$ cat src/include/dio_pkg.sv
// package: constants, types and functional notes for the digital io and dual watchdog block
//
// Functional notes
// - variant parameter selects input and output channel counts per product table
// - inputs appear at fixed bit positions per variant in a five-bit word
// - outputs map to fixed bit positions per variant in a five-bit word
// - power-on output value is writable, readable, and driven at power-up
// - after reset or module watchdog restart outputs hold power-on value
// - one command reads or writes one selected output channel
// - one command writes many outputs by pattern, another writes one output
// - combined command returns all outputs and inputs, or writes many outputs
// - one command returns the live level of one selected input
// - broadcast sample command latches current inputs into a snapshot register
// - snapshot read command returns the latched inputs, not live levels
// - module watchdog restarts the module when its operation stalls
// - missed heartbeat sets the timeout flag and forces the safe value
// - timeout flag blocks output commands until a clear command arrives while the host watchdog is not at zero
package dio_pkg;

  // ----------------------------------------------------------------
  // widths and reset values
  // ----------------------------------------------------------------
  localparam int DIO_W = 5;
  localparam int DIO_CH_W = 3;
  localparam int DIO_HWD_W = 32;
  localparam logic [DIO_W-1:0] DIO_PWRON_RST = 5'h00;
  localparam logic [DIO_W-1:0] DIO_SAFE_RST = 5'h00;
  localparam int DIO_MWD_TIME_US = 100;
  localparam int DIO_CLK_MHZ = 250;
  localparam int DIO_MWD_CYC = DIO_MWD_TIME_US * DIO_CLK_MHZ;
  localparam int DIO_RST_HOLD_CYC = 4;

  // ----------------------------------------------------------------
  // variant codes and commands
  // ----------------------------------------------------------------
  typedef enum logic [2:0] {
    DIO_V_A, DIO_V_B, DIO_V_C, DIO_V_D, DIO_V_E, DIO_V_F
  } dio_variant_e;

  typedef enum logic [3:0] {
    DIO_NOP,
    DIO_SET_POWER_ON_OUTPUT_CMD,
    DIO_READ_POWER_ON_OUTPUT_CMD,
    DIO_SINGLE_OUTPUT_RW_CMD,
    DIO_MULTI_OUTPUT_WRITE_CMD,
    DIO_SINGLE_OUTPUT_WRITE_CMD,
    DIO_COMBINED_IO_ACCESS_CMD,
    DIO_SINGLE_INPUT_READ_CMD,
    DIO_SYNC_SAMPLE_CMD,
    DIO_SYNC_SNAPSHOT_READ_CMD,
    DIO_CLEAR_HOST_TIMEOUT_CMD,
    DIO_HOST_OK_CMD,
    DIO_SET_SAFE_CMD
  } dio_cmd_e;

  typedef struct packed {
    dio_cmd_e op;
    logic wr;
    logic [DIO_CH_W-1:0] ch;
    logic [DIO_W-1:0] data;
  } dio_cmd_s;

  typedef struct packed {
    logic valid;
    logic [DIO_W-1:0] outs;
    logic [DIO_W-1:0] ins;
  } dio_rsp_s;

  // masks of populated bit positions per variant
  function automatic logic [DIO_W-1:0] dio_in_mask(dio_variant_e v);
    unique case (v)
      DIO_V_A, DIO_V_B: dio_in_mask = 5'h06;
      DIO_V_C: dio_in_mask = 5'h02;
      DIO_V_D: dio_in_mask = 5'h1f;
      default: dio_in_mask = 5'h01;
    endcase
  endfunction

  function automatic logic [DIO_W-1:0] dio_out_mask(dio_variant_e v);
    unique case (v)
      DIO_V_A: dio_out_mask = 5'h07;
      DIO_V_C: dio_out_mask = 5'h00;
      DIO_V_D: dio_out_mask = 5'h1f;
      default: dio_out_mask = 5'h01;
    endcase
  endfunction

endpackage

$ cat src/hw/dio_in_sync.sv
// two-stage synchroniser for the input channel pins
`timescale 1ns/1ps
module dio_in_sync #(
  parameter int W = 5
) (
  // clock and reset
  input wire logic i_ref_clk,
  input wire logic i_rst_b,
  // pins and synchronised levels
  input wire logic [W-1:0] i_pin,
  output logic [W-1:0] o_sync
);
  logic [W-1:0] meta_ff;

  always_ff @(posedge i_ref_clk or negedge i_rst_b) begin
    if (!i_rst_b) begin
      meta_ff <= '0;
      o_sync <= '0;
    end else begin
      meta_ff <= i_pin;
      o_sync <= meta_ff;
    end
  end
endmodule

$ cat src/hw/dio_mod_wdog.sv
// module watchdog: counts cycles without a kick and pulses a restart
`timescale 1ns/1ps
module dio_mod_wdog #(
  parameter int CYC = 25000,
  parameter int HOLD = 4
) (
  // clock and reset
  input wire logic i_ref_clk,
  input wire logic i_rst_b,
  // kick from the working logic, restart out
  input wire logic i_kick,
  output logic o_restart
);
  logic [31:0] cnt_ff;
  logic [7:0] hold_ff;

  // any stall of CYC cycles holds restart for HOLD cycles
  always_ff @(posedge i_ref_clk or negedge i_rst_b) begin
    if (!i_rst_b) begin
      cnt_ff <= '0;
    end else if (i_kick || hold_ff != 8'h00) begin
      cnt_ff <= '0;
    end else if (cnt_ff == 32'(CYC - 1)) begin
      cnt_ff <= '0;
    end else begin
      cnt_ff <= cnt_ff + 32'h1;
    end
  end

  always_ff @(posedge i_ref_clk or negedge i_rst_b) begin
    if (!i_rst_b) begin
      hold_ff <= '0;
    end else if (!i_kick && hold_ff == 8'h00 && cnt_ff == 32'(CYC - 1)) begin
      hold_ff <= 8'(HOLD);
    end else if (hold_ff != 8'h00) begin
      hold_ff <= hold_ff - 8'h1;
    end
  end

  always_ff @(posedge i_ref_clk or negedge i_rst_b) begin
    if (!i_rst_b) begin
      o_restart <= 1'b0;
    end else begin
      o_restart <= (hold_ff > 8'h01) ||
                   (!i_kick && hold_ff == 8'h00 && cnt_ff == 32'(CYC - 1));
    end
  end
endmodule

$ cat src/hw/dio_top.sv
// digital input/output controller with module and host watchdogs
`timescale 1ns/1ps
module dio_top #(
  parameter dio_pkg::dio_variant_e VARIANT = dio_pkg::DIO_V_D,
  parameter int MWD_CYC = dio_pkg::DIO_MWD_CYC
) (
  // clock and reset
  input wire logic i_ref_clk,
  input wire logic i_rst_b,
  // decoded host command
  input wire dio_pkg::dio_cmd_s i_cmd,
  input wire logic i_cmd_valid,
  // host watchdog configuration
  input wire logic i_hwd_en,
  input wire logic [dio_pkg::DIO_HWD_W-1:0] i_hwd_period,
  // alive kick from the command front end
  input wire logic i_alive,
  // input channel pins
  input wire logic [dio_pkg::DIO_W-1:0] i_input_channel,
  // outputs and answers
  output logic [dio_pkg::DIO_W-1:0] o_output_channel,
  output dio_pkg::dio_rsp_s o_rsp,
  output logic o_host_timeout,
  output logic o_mod_restart
);
  import dio_pkg::*;

  // ----------------------------------------------------------------
  // variant masks and input synchroniser
  // ----------------------------------------------------------------
  localparam logic [DIO_W-1:0] IN_MASK = dio_in_mask(VARIANT);
  localparam logic [DIO_W-1:0] OUT_MASK = dio_out_mask(VARIANT);

  logic [DIO_W-1:0] in_sync;
  logic [DIO_W-1:0] in_live;
  logic mwd_restart;

  dio_in_sync #(.W(DIO_W)) u_sync (
    .i_ref_clk(i_ref_clk),
    .i_rst_b(i_rst_b),
    .i_pin(i_input_channel),
    .o_sync(in_sync)
  );

  assign in_live = in_sync & IN_MASK;

  dio_mod_wdog #(.CYC(MWD_CYC), .HOLD(DIO_RST_HOLD_CYC)) u_mwd (
    .i_ref_clk(i_ref_clk),
    .i_rst_b(i_rst_b),
    .i_kick(i_alive),
    .o_restart(mwd_restart)
  );

  // ----------------------------------------------------------------
  // command decode
  // ----------------------------------------------------------------
  logic cmd_go;
  logic out_cmd;
  logic [DIO_W-1:0] ch_bit;
  logic [DIO_W-1:0] pwron_ff;
  logic [DIO_W-1:0] safe_ff;
  logic [DIO_W-1:0] out_ff;
  logic [DIO_W-1:0] snap_ff;
  logic timeout_ff;
  logic hwd_zero;

  assign cmd_go = i_cmd_valid && !mwd_restart;
  assign ch_bit = DIO_W'(1) << i_cmd.ch;
  assign out_cmd = cmd_go && (
    (i_cmd.op == DIO_SINGLE_OUTPUT_RW_CMD && i_cmd.wr) ||
    i_cmd.op == DIO_MULTI_OUTPUT_WRITE_CMD ||
    i_cmd.op == DIO_SINGLE_OUTPUT_WRITE_CMD ||
    (i_cmd.op == DIO_COMBINED_IO_ACCESS_CMD && i_cmd.wr));

  // ----------------------------------------------------------------
  // stored values
  // ----------------------------------------------------------------
  always_ff @(posedge i_ref_clk or negedge i_rst_b) begin
    if (!i_rst_b) begin
      pwron_ff <= DIO_PWRON_RST;
    end else if (cmd_go && i_cmd.op == DIO_SET_POWER_ON_OUTPUT_CMD) begin
      pwron_ff <= i_cmd.data & OUT_MASK;
    end
  end

  always_ff @(posedge i_ref_clk or negedge i_rst_b) begin
    if (!i_rst_b) begin
      safe_ff <= DIO_SAFE_RST;
    end else if (cmd_go && i_cmd.op == DIO_SET_SAFE_CMD) begin
      safe_ff <= i_cmd.data & OUT_MASK;
    end
  end

  always_ff @(posedge i_ref_clk or negedge i_rst_b) begin
    if (!i_rst_b) begin
      snap_ff <= '0;
    end else if (cmd_go && i_cmd.op == DIO_SYNC_SAMPLE_CMD) begin
      snap_ff <= in_live;
    end
  end

  // ----------------------------------------------------------------
  // host watchdog
  // ----------------------------------------------------------------
  logic [DIO_HWD_W-1:0] hwd_ff;
  logic hwd_loaded_ff;
  logic heartbeat;

  assign heartbeat = cmd_go && i_cmd.op == DIO_HOST_OK_CMD;
  assign hwd_zero = i_hwd_en && hwd_loaded_ff && hwd_ff == '0 && !heartbeat;

  // zero before the first load is no timeout: an enable high at reset must not trip
  always_ff @(posedge i_ref_clk or negedge i_rst_b) begin
    if (!i_rst_b) begin
      hwd_loaded_ff <= 1'b0;
    end else begin
      hwd_loaded_ff <= 1'b1;
    end
  end

  always_ff @(posedge i_ref_clk or negedge i_rst_b) begin
    if (!i_rst_b) begin
      hwd_ff <= '0;
    end else if (!i_hwd_en || !hwd_loaded_ff || heartbeat || mwd_restart) begin
      hwd_ff <= i_hwd_period;
    end else if (hwd_ff != '0) begin
      hwd_ff <= hwd_ff - 1'b1;
    end
  end

  // set wins over clear
  always_ff @(posedge i_ref_clk or negedge i_rst_b) begin
    if (!i_rst_b) begin
      timeout_ff <= 1'b0;
    end else if (hwd_zero && !timeout_ff) begin
      timeout_ff <= 1'b1;
    end else if (cmd_go && i_cmd.op == DIO_CLEAR_HOST_TIMEOUT_CMD && !hwd_zero) begin
      timeout_ff <= 1'b0;
    end
  end

  // ----------------------------------------------------------------
  // output channels
  // ----------------------------------------------------------------
  logic [DIO_W-1:0] nxt_out;

  always_comb begin
    nxt_out = out_ff;
    if (out_cmd) begin
      unique case (i_cmd.op)
        DIO_SINGLE_OUTPUT_RW_CMD, DIO_SINGLE_OUTPUT_WRITE_CMD:
          nxt_out = i_cmd.data[0] ? (out_ff | ch_bit) : (out_ff & ~ch_bit);
        default:
          nxt_out = i_cmd.data;
      endcase
    end
  end

  always_ff @(posedge i_ref_clk or negedge i_rst_b) begin
    if (!i_rst_b) begin
      out_ff <= DIO_PWRON_RST;
    end else if (mwd_restart) begin
      out_ff <= pwron_ff;
    end else if (timeout_ff || (hwd_zero && !timeout_ff)) begin
      out_ff <= safe_ff;
    end else begin
      out_ff <= nxt_out & OUT_MASK;
    end
  end

  always_ff @(posedge i_ref_clk or negedge i_rst_b) begin
    if (!i_rst_b) begin
      o_output_channel <= DIO_PWRON_RST;
    end else begin
      o_output_channel <= out_ff;
    end
  end

  // ----------------------------------------------------------------
  // answers
  // ----------------------------------------------------------------
  dio_rsp_s nxt_rsp;

  always_comb begin
    nxt_rsp = '0;
    if (cmd_go) begin
      unique case (i_cmd.op)
        DIO_READ_POWER_ON_OUTPUT_CMD: begin
          nxt_rsp.valid = 1'b1;
          nxt_rsp.outs = pwron_ff;
        end
        DIO_SINGLE_OUTPUT_RW_CMD: begin
          nxt_rsp.valid = !i_cmd.wr;
          nxt_rsp.outs = {{(DIO_W-1){1'b0}}, |(out_ff & ch_bit)};
        end
        DIO_COMBINED_IO_ACCESS_CMD: begin
          nxt_rsp.valid = !i_cmd.wr;
          nxt_rsp.outs = out_ff;
          nxt_rsp.ins = in_live;
        end
        DIO_SINGLE_INPUT_READ_CMD: begin
          nxt_rsp.valid = 1'b1;
          nxt_rsp.ins = {{(DIO_W-1){1'b0}}, |(in_live & ch_bit)};
        end
        DIO_SYNC_SNAPSHOT_READ_CMD: begin
          nxt_rsp.valid = 1'b1;
          nxt_rsp.ins = snap_ff;
        end
        default: begin
          nxt_rsp = '0;
        end
      endcase
    end
  end

  always_ff @(posedge i_ref_clk or negedge i_rst_b) begin
    if (!i_rst_b) begin
      o_rsp <= '0;
    end else begin
      o_rsp <= nxt_rsp;
    end
  end

  always_ff @(posedge i_ref_clk or negedge i_rst_b) begin
    if (!i_rst_b) begin
      o_host_timeout <= 1'b0;
      o_mod_restart <= 1'b0;
    end else begin
      o_host_timeout <= timeout_ff;
      o_mod_restart <= mwd_restart;
    end
  end

  // ----------------------------------------------------------------
  // checks
  // ----------------------------------------------------------------
  logic [DIO_W-1:0] sel_bit;

  assign sel_bit = ch_bit & OUT_MASK;
endmodule

$ cat config.mk
export PLATFORM = sky130hd
export DESIGN_NAME = dio_top
export DESIGN_NICKNAME = d
export VERILOG_FILES = /design/src/include/dio_pkg.sv /design/src/hw/dio_in_sync.sv /design/src/hw/dio_mod_wdog.sv /design/src/hw/dio_top.sv
export SDC_FILE = /design/constraint.sdc
export NUM_CORES = 1
export LEC_CHECK = 0
export BUFFER_PORTS_ARGS = -buffer_cell sky130_fd_sc_hd__clkbuf_2
export CELL_PAD_IN_SITES_DETAIL_PLACEMENT = 1
export CELL_PAD_IN_SITES_GLOBAL_PLACEMENT = 1
export CORE_MARGIN = 2
export CORE_UTILIZATION = 49
export DETAILED_ROUTE_END_ITERATION = 8
export GPL_TIMING_DRIVEN = 0
export MAX_ROUTING_LAYER = met4
export PLACE_DENSITY_LB_ADDON = 0.12
export SLEW_MARGIN = 15
export SYNTH_ARGS = -nofsm -noshare
export SYNTH_HDL_FRONTEND = slang
export SYNTH_SLANG_ARGS = --single-unit
$ cat constraint.sdc
create_clock -name i_ref_clk -period 3.9 [get_ports i_ref_clk]
set_clock_uncertainty 0.1 [all_clocks]
set_input_delay 0.195 -clock i_ref_clk [delete_from_list [all_inputs] [get_ports i_ref_clk]]
set_output_delay 0.195 -clock i_ref_clk [all_outputs]
set_load 0.01 [all_outputs]
Word level (Yosys, flattened, before mapping)
Cells that the tools add are included.
- word-level logic and storage cells: 104
- output and inout bits: 18
- bits of input ports: 55
- bits in registers: 123
- bitwise operators: 5
- add/subtract/negate cells: 3
- shift-type cells: 1
- mux-type cells: 17
- equal/unequal tests: 13
- reduce and logical (&&, ||, !) cells: 46
- magnitude comparators: 1
- operators by type and width (cell ; number):
    $mux W32 ; 4
    $add A32 B1 Y32 const B ; 1
    $eq A32 B15 Y1 const B ; 1
    $logic_not A32 Y1 ; 1
    $reduce_bool A32 Y1 ; 1
    $sub A32 B1 Y32 const B ; 1
    $pmux W5 S3 ; 2
    $mux W5 ; 5
    $eq A4 B4 Y1 const B ; 5
    $eq A4 B3 Y1 const B ; 4
    $logic_and A1 B1 Y1 ; 16
    $mux W8 ; 2
    $and A5 B5 Y5 ; 3
    $mux W11 ; 1
    $reduce_or A5 Y1 ; 2
    $logic_or A1 B1 Y1 ; 9
    $eq A4 B2 Y1 const B ; 2
    $gt A8 B1 Y1 const B ; 1
    $logic_not A1 Y1 ; 8
    $logic_not A8 Y1 ; 1
    $reduce_bool A8 Y1 ; 1
    $sub A8 B1 Y8 const B ; 1
    $reduce_bool A2 Y1 ; 3
    $not A5 Y5 ; 1
    8 further kinds ; 10

Logic depth before layout (Yosys ltp)
- depth after elaboration: 9
- mapped depth: 9

Modules after synthesis
A second synthesis with hierarchy kept.
- cells, all modules: 656
- area, all modules: 6359.8 um^2
- by module, submodules not included (module ; seq. area each (um^2) ; instances ; area each (um^2) ; cells each):
    dio_top ; 1801.7 ; 1 ; 3893.7 ; 411
    dio_mod_wdog ; 1026.0 ; 1 ; 2215.9 ; 235
    dio_in_sync ; 250.2 ; 1 ; 250.2 ; 10

Least setup slack after synthesis
OpenSTA, ideal clock, no wires.
- kind: reg2reg
- start: reg hwd_ff[0]
- end: reg (tool-made name)
- buffers on the path: 0
- data arrival time: 2.024 ns
- path slack: 1.646 ns
- required time: 3.670 ns
- cell stages (with the launch flop): 8
- library setup time: 0.130 ns
- cell sequence: dfrtp_1 -> inv_1 -> ha_1 -> nor4b_1 -> nand4_2 -> o41a_1 -> o221ai_1 -> a21oi_1
- RTL lines (what ; RTL line ; text):
    start, declared ; dio_top.sv:105 ; logic [DIO_HWD_W-1:0] hwd_ff;
    start signal, assigned ; dio_top.sv:125 ; hwd_ff <= i_hwd_period;
    start signal, assigned ; dio_top.sv:127 ; hwd_ff <= hwd_ff - 1'b1;

==> results.py <==
metrics = {
    "clocking": {
        "cts_htree_levels": 4,
        "worstSkewPairLatency_ns": 0.44,
        "root_buffer": "clkbuf_16",
        "cts_resized": 0,
        "cts_tree": "done",
        "cts_setup_buffers": 0,
        "cts_buffers": 17,
        "clk_pin_slew_ns": 0.06,
        "cts_buffer_depth": 2,
        "cts.sinks": 123,
        "cts_hold_buf": 41,
    },
    "sta": {
        "setup_viol": 0,
        "slew_viol_final": 0,
        "max_slew.worst_pin.slew_ns": 0.911,
        "fin_crit_sh_pct": 78.0,
        "setup_tns_ns": 0,
        "max_freq_ghz": 0.329,
        "finalCriticalPeriod_ns": 3.04,
        "rsz0062_at_grt": "no",
        "hold_viol_final": 0,
        "layout_setup_ws_ns": 0.858,
        "slew_headroom_pct": 38.4,
    },
    "worst_setup_path": {
        "cp_data_arrival_time_ns": 3.28,
        "worst_setup_path_start_kind": "register",
        "crit_required_ns": 4.13,
        "rrSetupSlack_ns": 0.86,
        "cp_max_fo": 8,
        "end_kind": "register",
        "r2r-start": "hwd_ff[0]",
        "r2r_cells": 7,
        "crit_type": "reg -> reg",
    },
    "layout": {
        "layout-drive-gt1-share_pct": 18.8,
        "final_common_cell": "dfrtp_1",
        "layout-area-overhead-vs-synth_pct": 25.5,
        "layout_common_cells": "dfrtp_1 (123), clkbuf_2 (69), nor2_1 (67)",
        "final_area_um2": 7980,
        "stdcell_count": 948,
        "antenna_cells": 0,
        "fin_nets": 822,
        "final_core_util_pct": 63.2,
    },
    "power_and_ir_drop": {
        "power_frac_comb_pct": 9.8,
        "power_density_nw_per_um2": 432,
        "p_sw_share_pct": 27.1,
        "p_switching_uw": 934,
        "max-vdd-ir-drop_mv": 0.383,
        "power_frac_seq_pct": 41.5,
        "p_int_mw": 2.51,
        "pwr-share-clk_pct": 48.7,
        "leakage_nw": 3.47,
    },
    "route": {
        "wirelength_um": 20900,
        "vias": 5795,
        "drt_pass1_iterations": 5,
        "drt_iter0_drc": 531,
        "avgRoutedWirePerCell_um": 22.0,
        "vias_per_cell": 6.11,
        "drc": 0,
        "ant_nets": 0,
    },
    "die": {
        "io_pins": 73,
        "num_rows": 41,
        "initial_core_util_pct": 50.4,
        "die_area_um2": 13900,
        "die_h_um": 118,
        "coreArea_um2": 12600,
        "die_x_um": 118,
    },
    "synth": {
        "async_flop_share_pct": 100,
        "ys_ff_latch": 123,
        "syn_avg_cell_area_um2": 10.0,
        "seq_area_frac_synth_pct": 48.4,
        "syn_nets": 692,
        "yosysWarningCount": 0,
        "yosysUniqueCellTypes": 71,
        "synth_edf_count": 0,
        "ys.flop_type": "dfrtp_1",
        "synth_area_um2": 6360,
        "syn_inst": 633,
    },
    "min_path": {
        "hold_depth": 3,
        "worstHoldEndpoint": "o_rsp[5]",
        "hold_class": "in -> reg",
        "hold_start": "i_cmd_valid",
    },
    "grt": {
        "grt_pass1_vias": 6285,
        "grt.total_usage_pct": 32.2,
        "grt-ovfl-total": 0,
        "antenna_found_initial": 0,
        "grt_pass1_wl_um": 34100,
        "grt_max_degree": 79,
    },
    "placement": {
        "io_buffers": 68,
        "dp_hpwl_um": 12600,
        "dp.cells": 874,
        "placed_cell_area_um2": 6950,
        "preCtsSetupSlack_ns": 1.05,
        "gp_congestion": 0.914,
    },
    "job": {
        "drv_cap": 0,
    },
    "outcome": {
        "outcome": "finished, final reports clean",
    },
}
==> cell families after synthesis <==
family	count (synthesis)	share of synthesized area (%)
simple gates	282	25.1
flops	123	48.4
compound gates	122	13.2
xor+xnor	43	5.92
buf+inv	34	2.36
mux	24	4.13
fa+ha+maj	4	0.787
other cells	1	0.0590
==> final cells by class <==
cell class              instances  area (um2)
plain buffers                  23         109
clock buffers                  17         425
clock inverters                15         185
fillers                      1422        4640
inverters                      11        41.3
multi-input cells             476        3130
flip-flops and latches        123        3080
well taps                     172         215
repair buffers                111         797
==> worst max-delay path by stage <==
stage,from,slack (ns),to,cells after the start
finish,hwd_ff[0],0.86,register,7
global route,hwd_ff[0],0.68,register,7
CTS,hwd_ff[0],0.96,register,7
detailed placement,hwd_ff[0],1.05,register,7
global placement,i_rst_b,0.64,u_mwd.cnt_ff[27],1
floorplan,hwd_ff[0],1.65,register,7
==> cell usage after synthesis (3+ instances only) <==
| master | count | share of area (%) |
|---|---|---|
| nand2_1 | 46 | 2.7 |
| clkbuf_1 | 14 | 0.83 |
| nor3b_1 | 3 | 0.35 |
| a21oi_1 | 17 | 1.3 |
| o31ai_1 | 9 | 1.1 |
| xor2_1 | 16 | 2.2 |
| a221oi_1 | 3 | 0.41 |
| and4_1 | 4 | 0.55 |
| nor2b_1 | 8 | 0.79 |
| and3_1 | 11 | 1.1 |
| ha_1 | 4 | 0.79 |
| nand4_1 | 15 | 1.5 |
| buf_2 | 4 | 0.31 |
| a31oi_1 | 9 | 0.89 |
| a22oi_1 | 11 | 1.3 |
| o211ai_1 | 5 | 0.59 |
| or2_2 | 3 | 0.30 |
| a21o_1 | 3 | 0.35 |
| nor3_1 | 19 | 1.5 |
| dfrtp_1 | 123 | 48 |
| and2_1 | 3 | 0.30 |
| o221ai_1 | 6 | 0.83 |
| o21a_1 | 4 | 0.47 |
| or4_1 | 14 | 1.7 |
| nor2_1 | 67 | 4.0 |
| nand3_1 | 23 | 1.8 |
| mux2i_1 | 6 | 0.94 |
| nor4_1 | 20 | 2.0 |
| or3_1 | 11 | 1.1 |
| inv_1 | 11 | 0.65 |
| xnor2_1 | 27 | 3.7 |
| nand2b_1 | 10 | 0.98 |
| nand3b_1 | 3 | 0.35 |
| mux2_2 | 18 | 3.2 |
| o21ai_0 | 32 | 2.5 |
| nor3_4 | 3 | 0.77 |
==> power by group through the flow <==
stage / logic (mW) / registers [mW] / clock network [mW]
2_1_floorplan: 0.162 / 1.43 / 0
3_3_place_gp: 0.270 / 1.44 / 0
3_5_place_dp: 0.287 / 1.44 / 0
4_1_cts: 0.325 / 1.43 / 1.68
5_1_grt: 0.367 / 1.44 / 1.75
6_report: 0.336 / 1.43 / 1.68
==> state kept, by name, summed over array words and instances (netlist names), named ones only <==
register and flops:
u_sync.meta_ff 5, o_host_timeout 1, o_output_channel 5, u_mwd.o_restart 1
hwd_ff 32, snap_ff 5, u_mwd.hold_ff 8, hwd_loaded_ff 1
safe_ff 5, u_sync.o_sync 5, o_rsp 11, u_mwd.cnt_ff 32
timeout_ff 1, o_mod_restart 1, pwron_ff 5
==> critical path: stages (launching register included) <==
cell and delay (ns):
dfrtp_1 0.40, inv_1 0.10, ha_1 0.24, nor4b_1 0.61
nand4_2 0.41, o41ai_4 0.69, o21ai_1 0.17, o211ai_1 0.22
==> layer usage <==
layer  vias to the layer above  wire length (um)  GRT usage [%]
met5                         -                 0              -
met4                         0               465           11.5
met3                        42               948           7.27
met2                       189             10800           54.0
met1                      2971              8690           38.2
li1                       2593                 -              -
==> through the flow <==
stage          hold slack, ns  power, mW
2_1_floorplan          -0.201       1.59
3_3_place_gp            0.204       1.71
3_5_place_dp           0.0501       1.73
4_1_cts               0.00400       3.43
5_1_grt                0.0347       3.56
6_report               0.0240       3.45
Note: power is estimated with default switching activity, not from simulation.
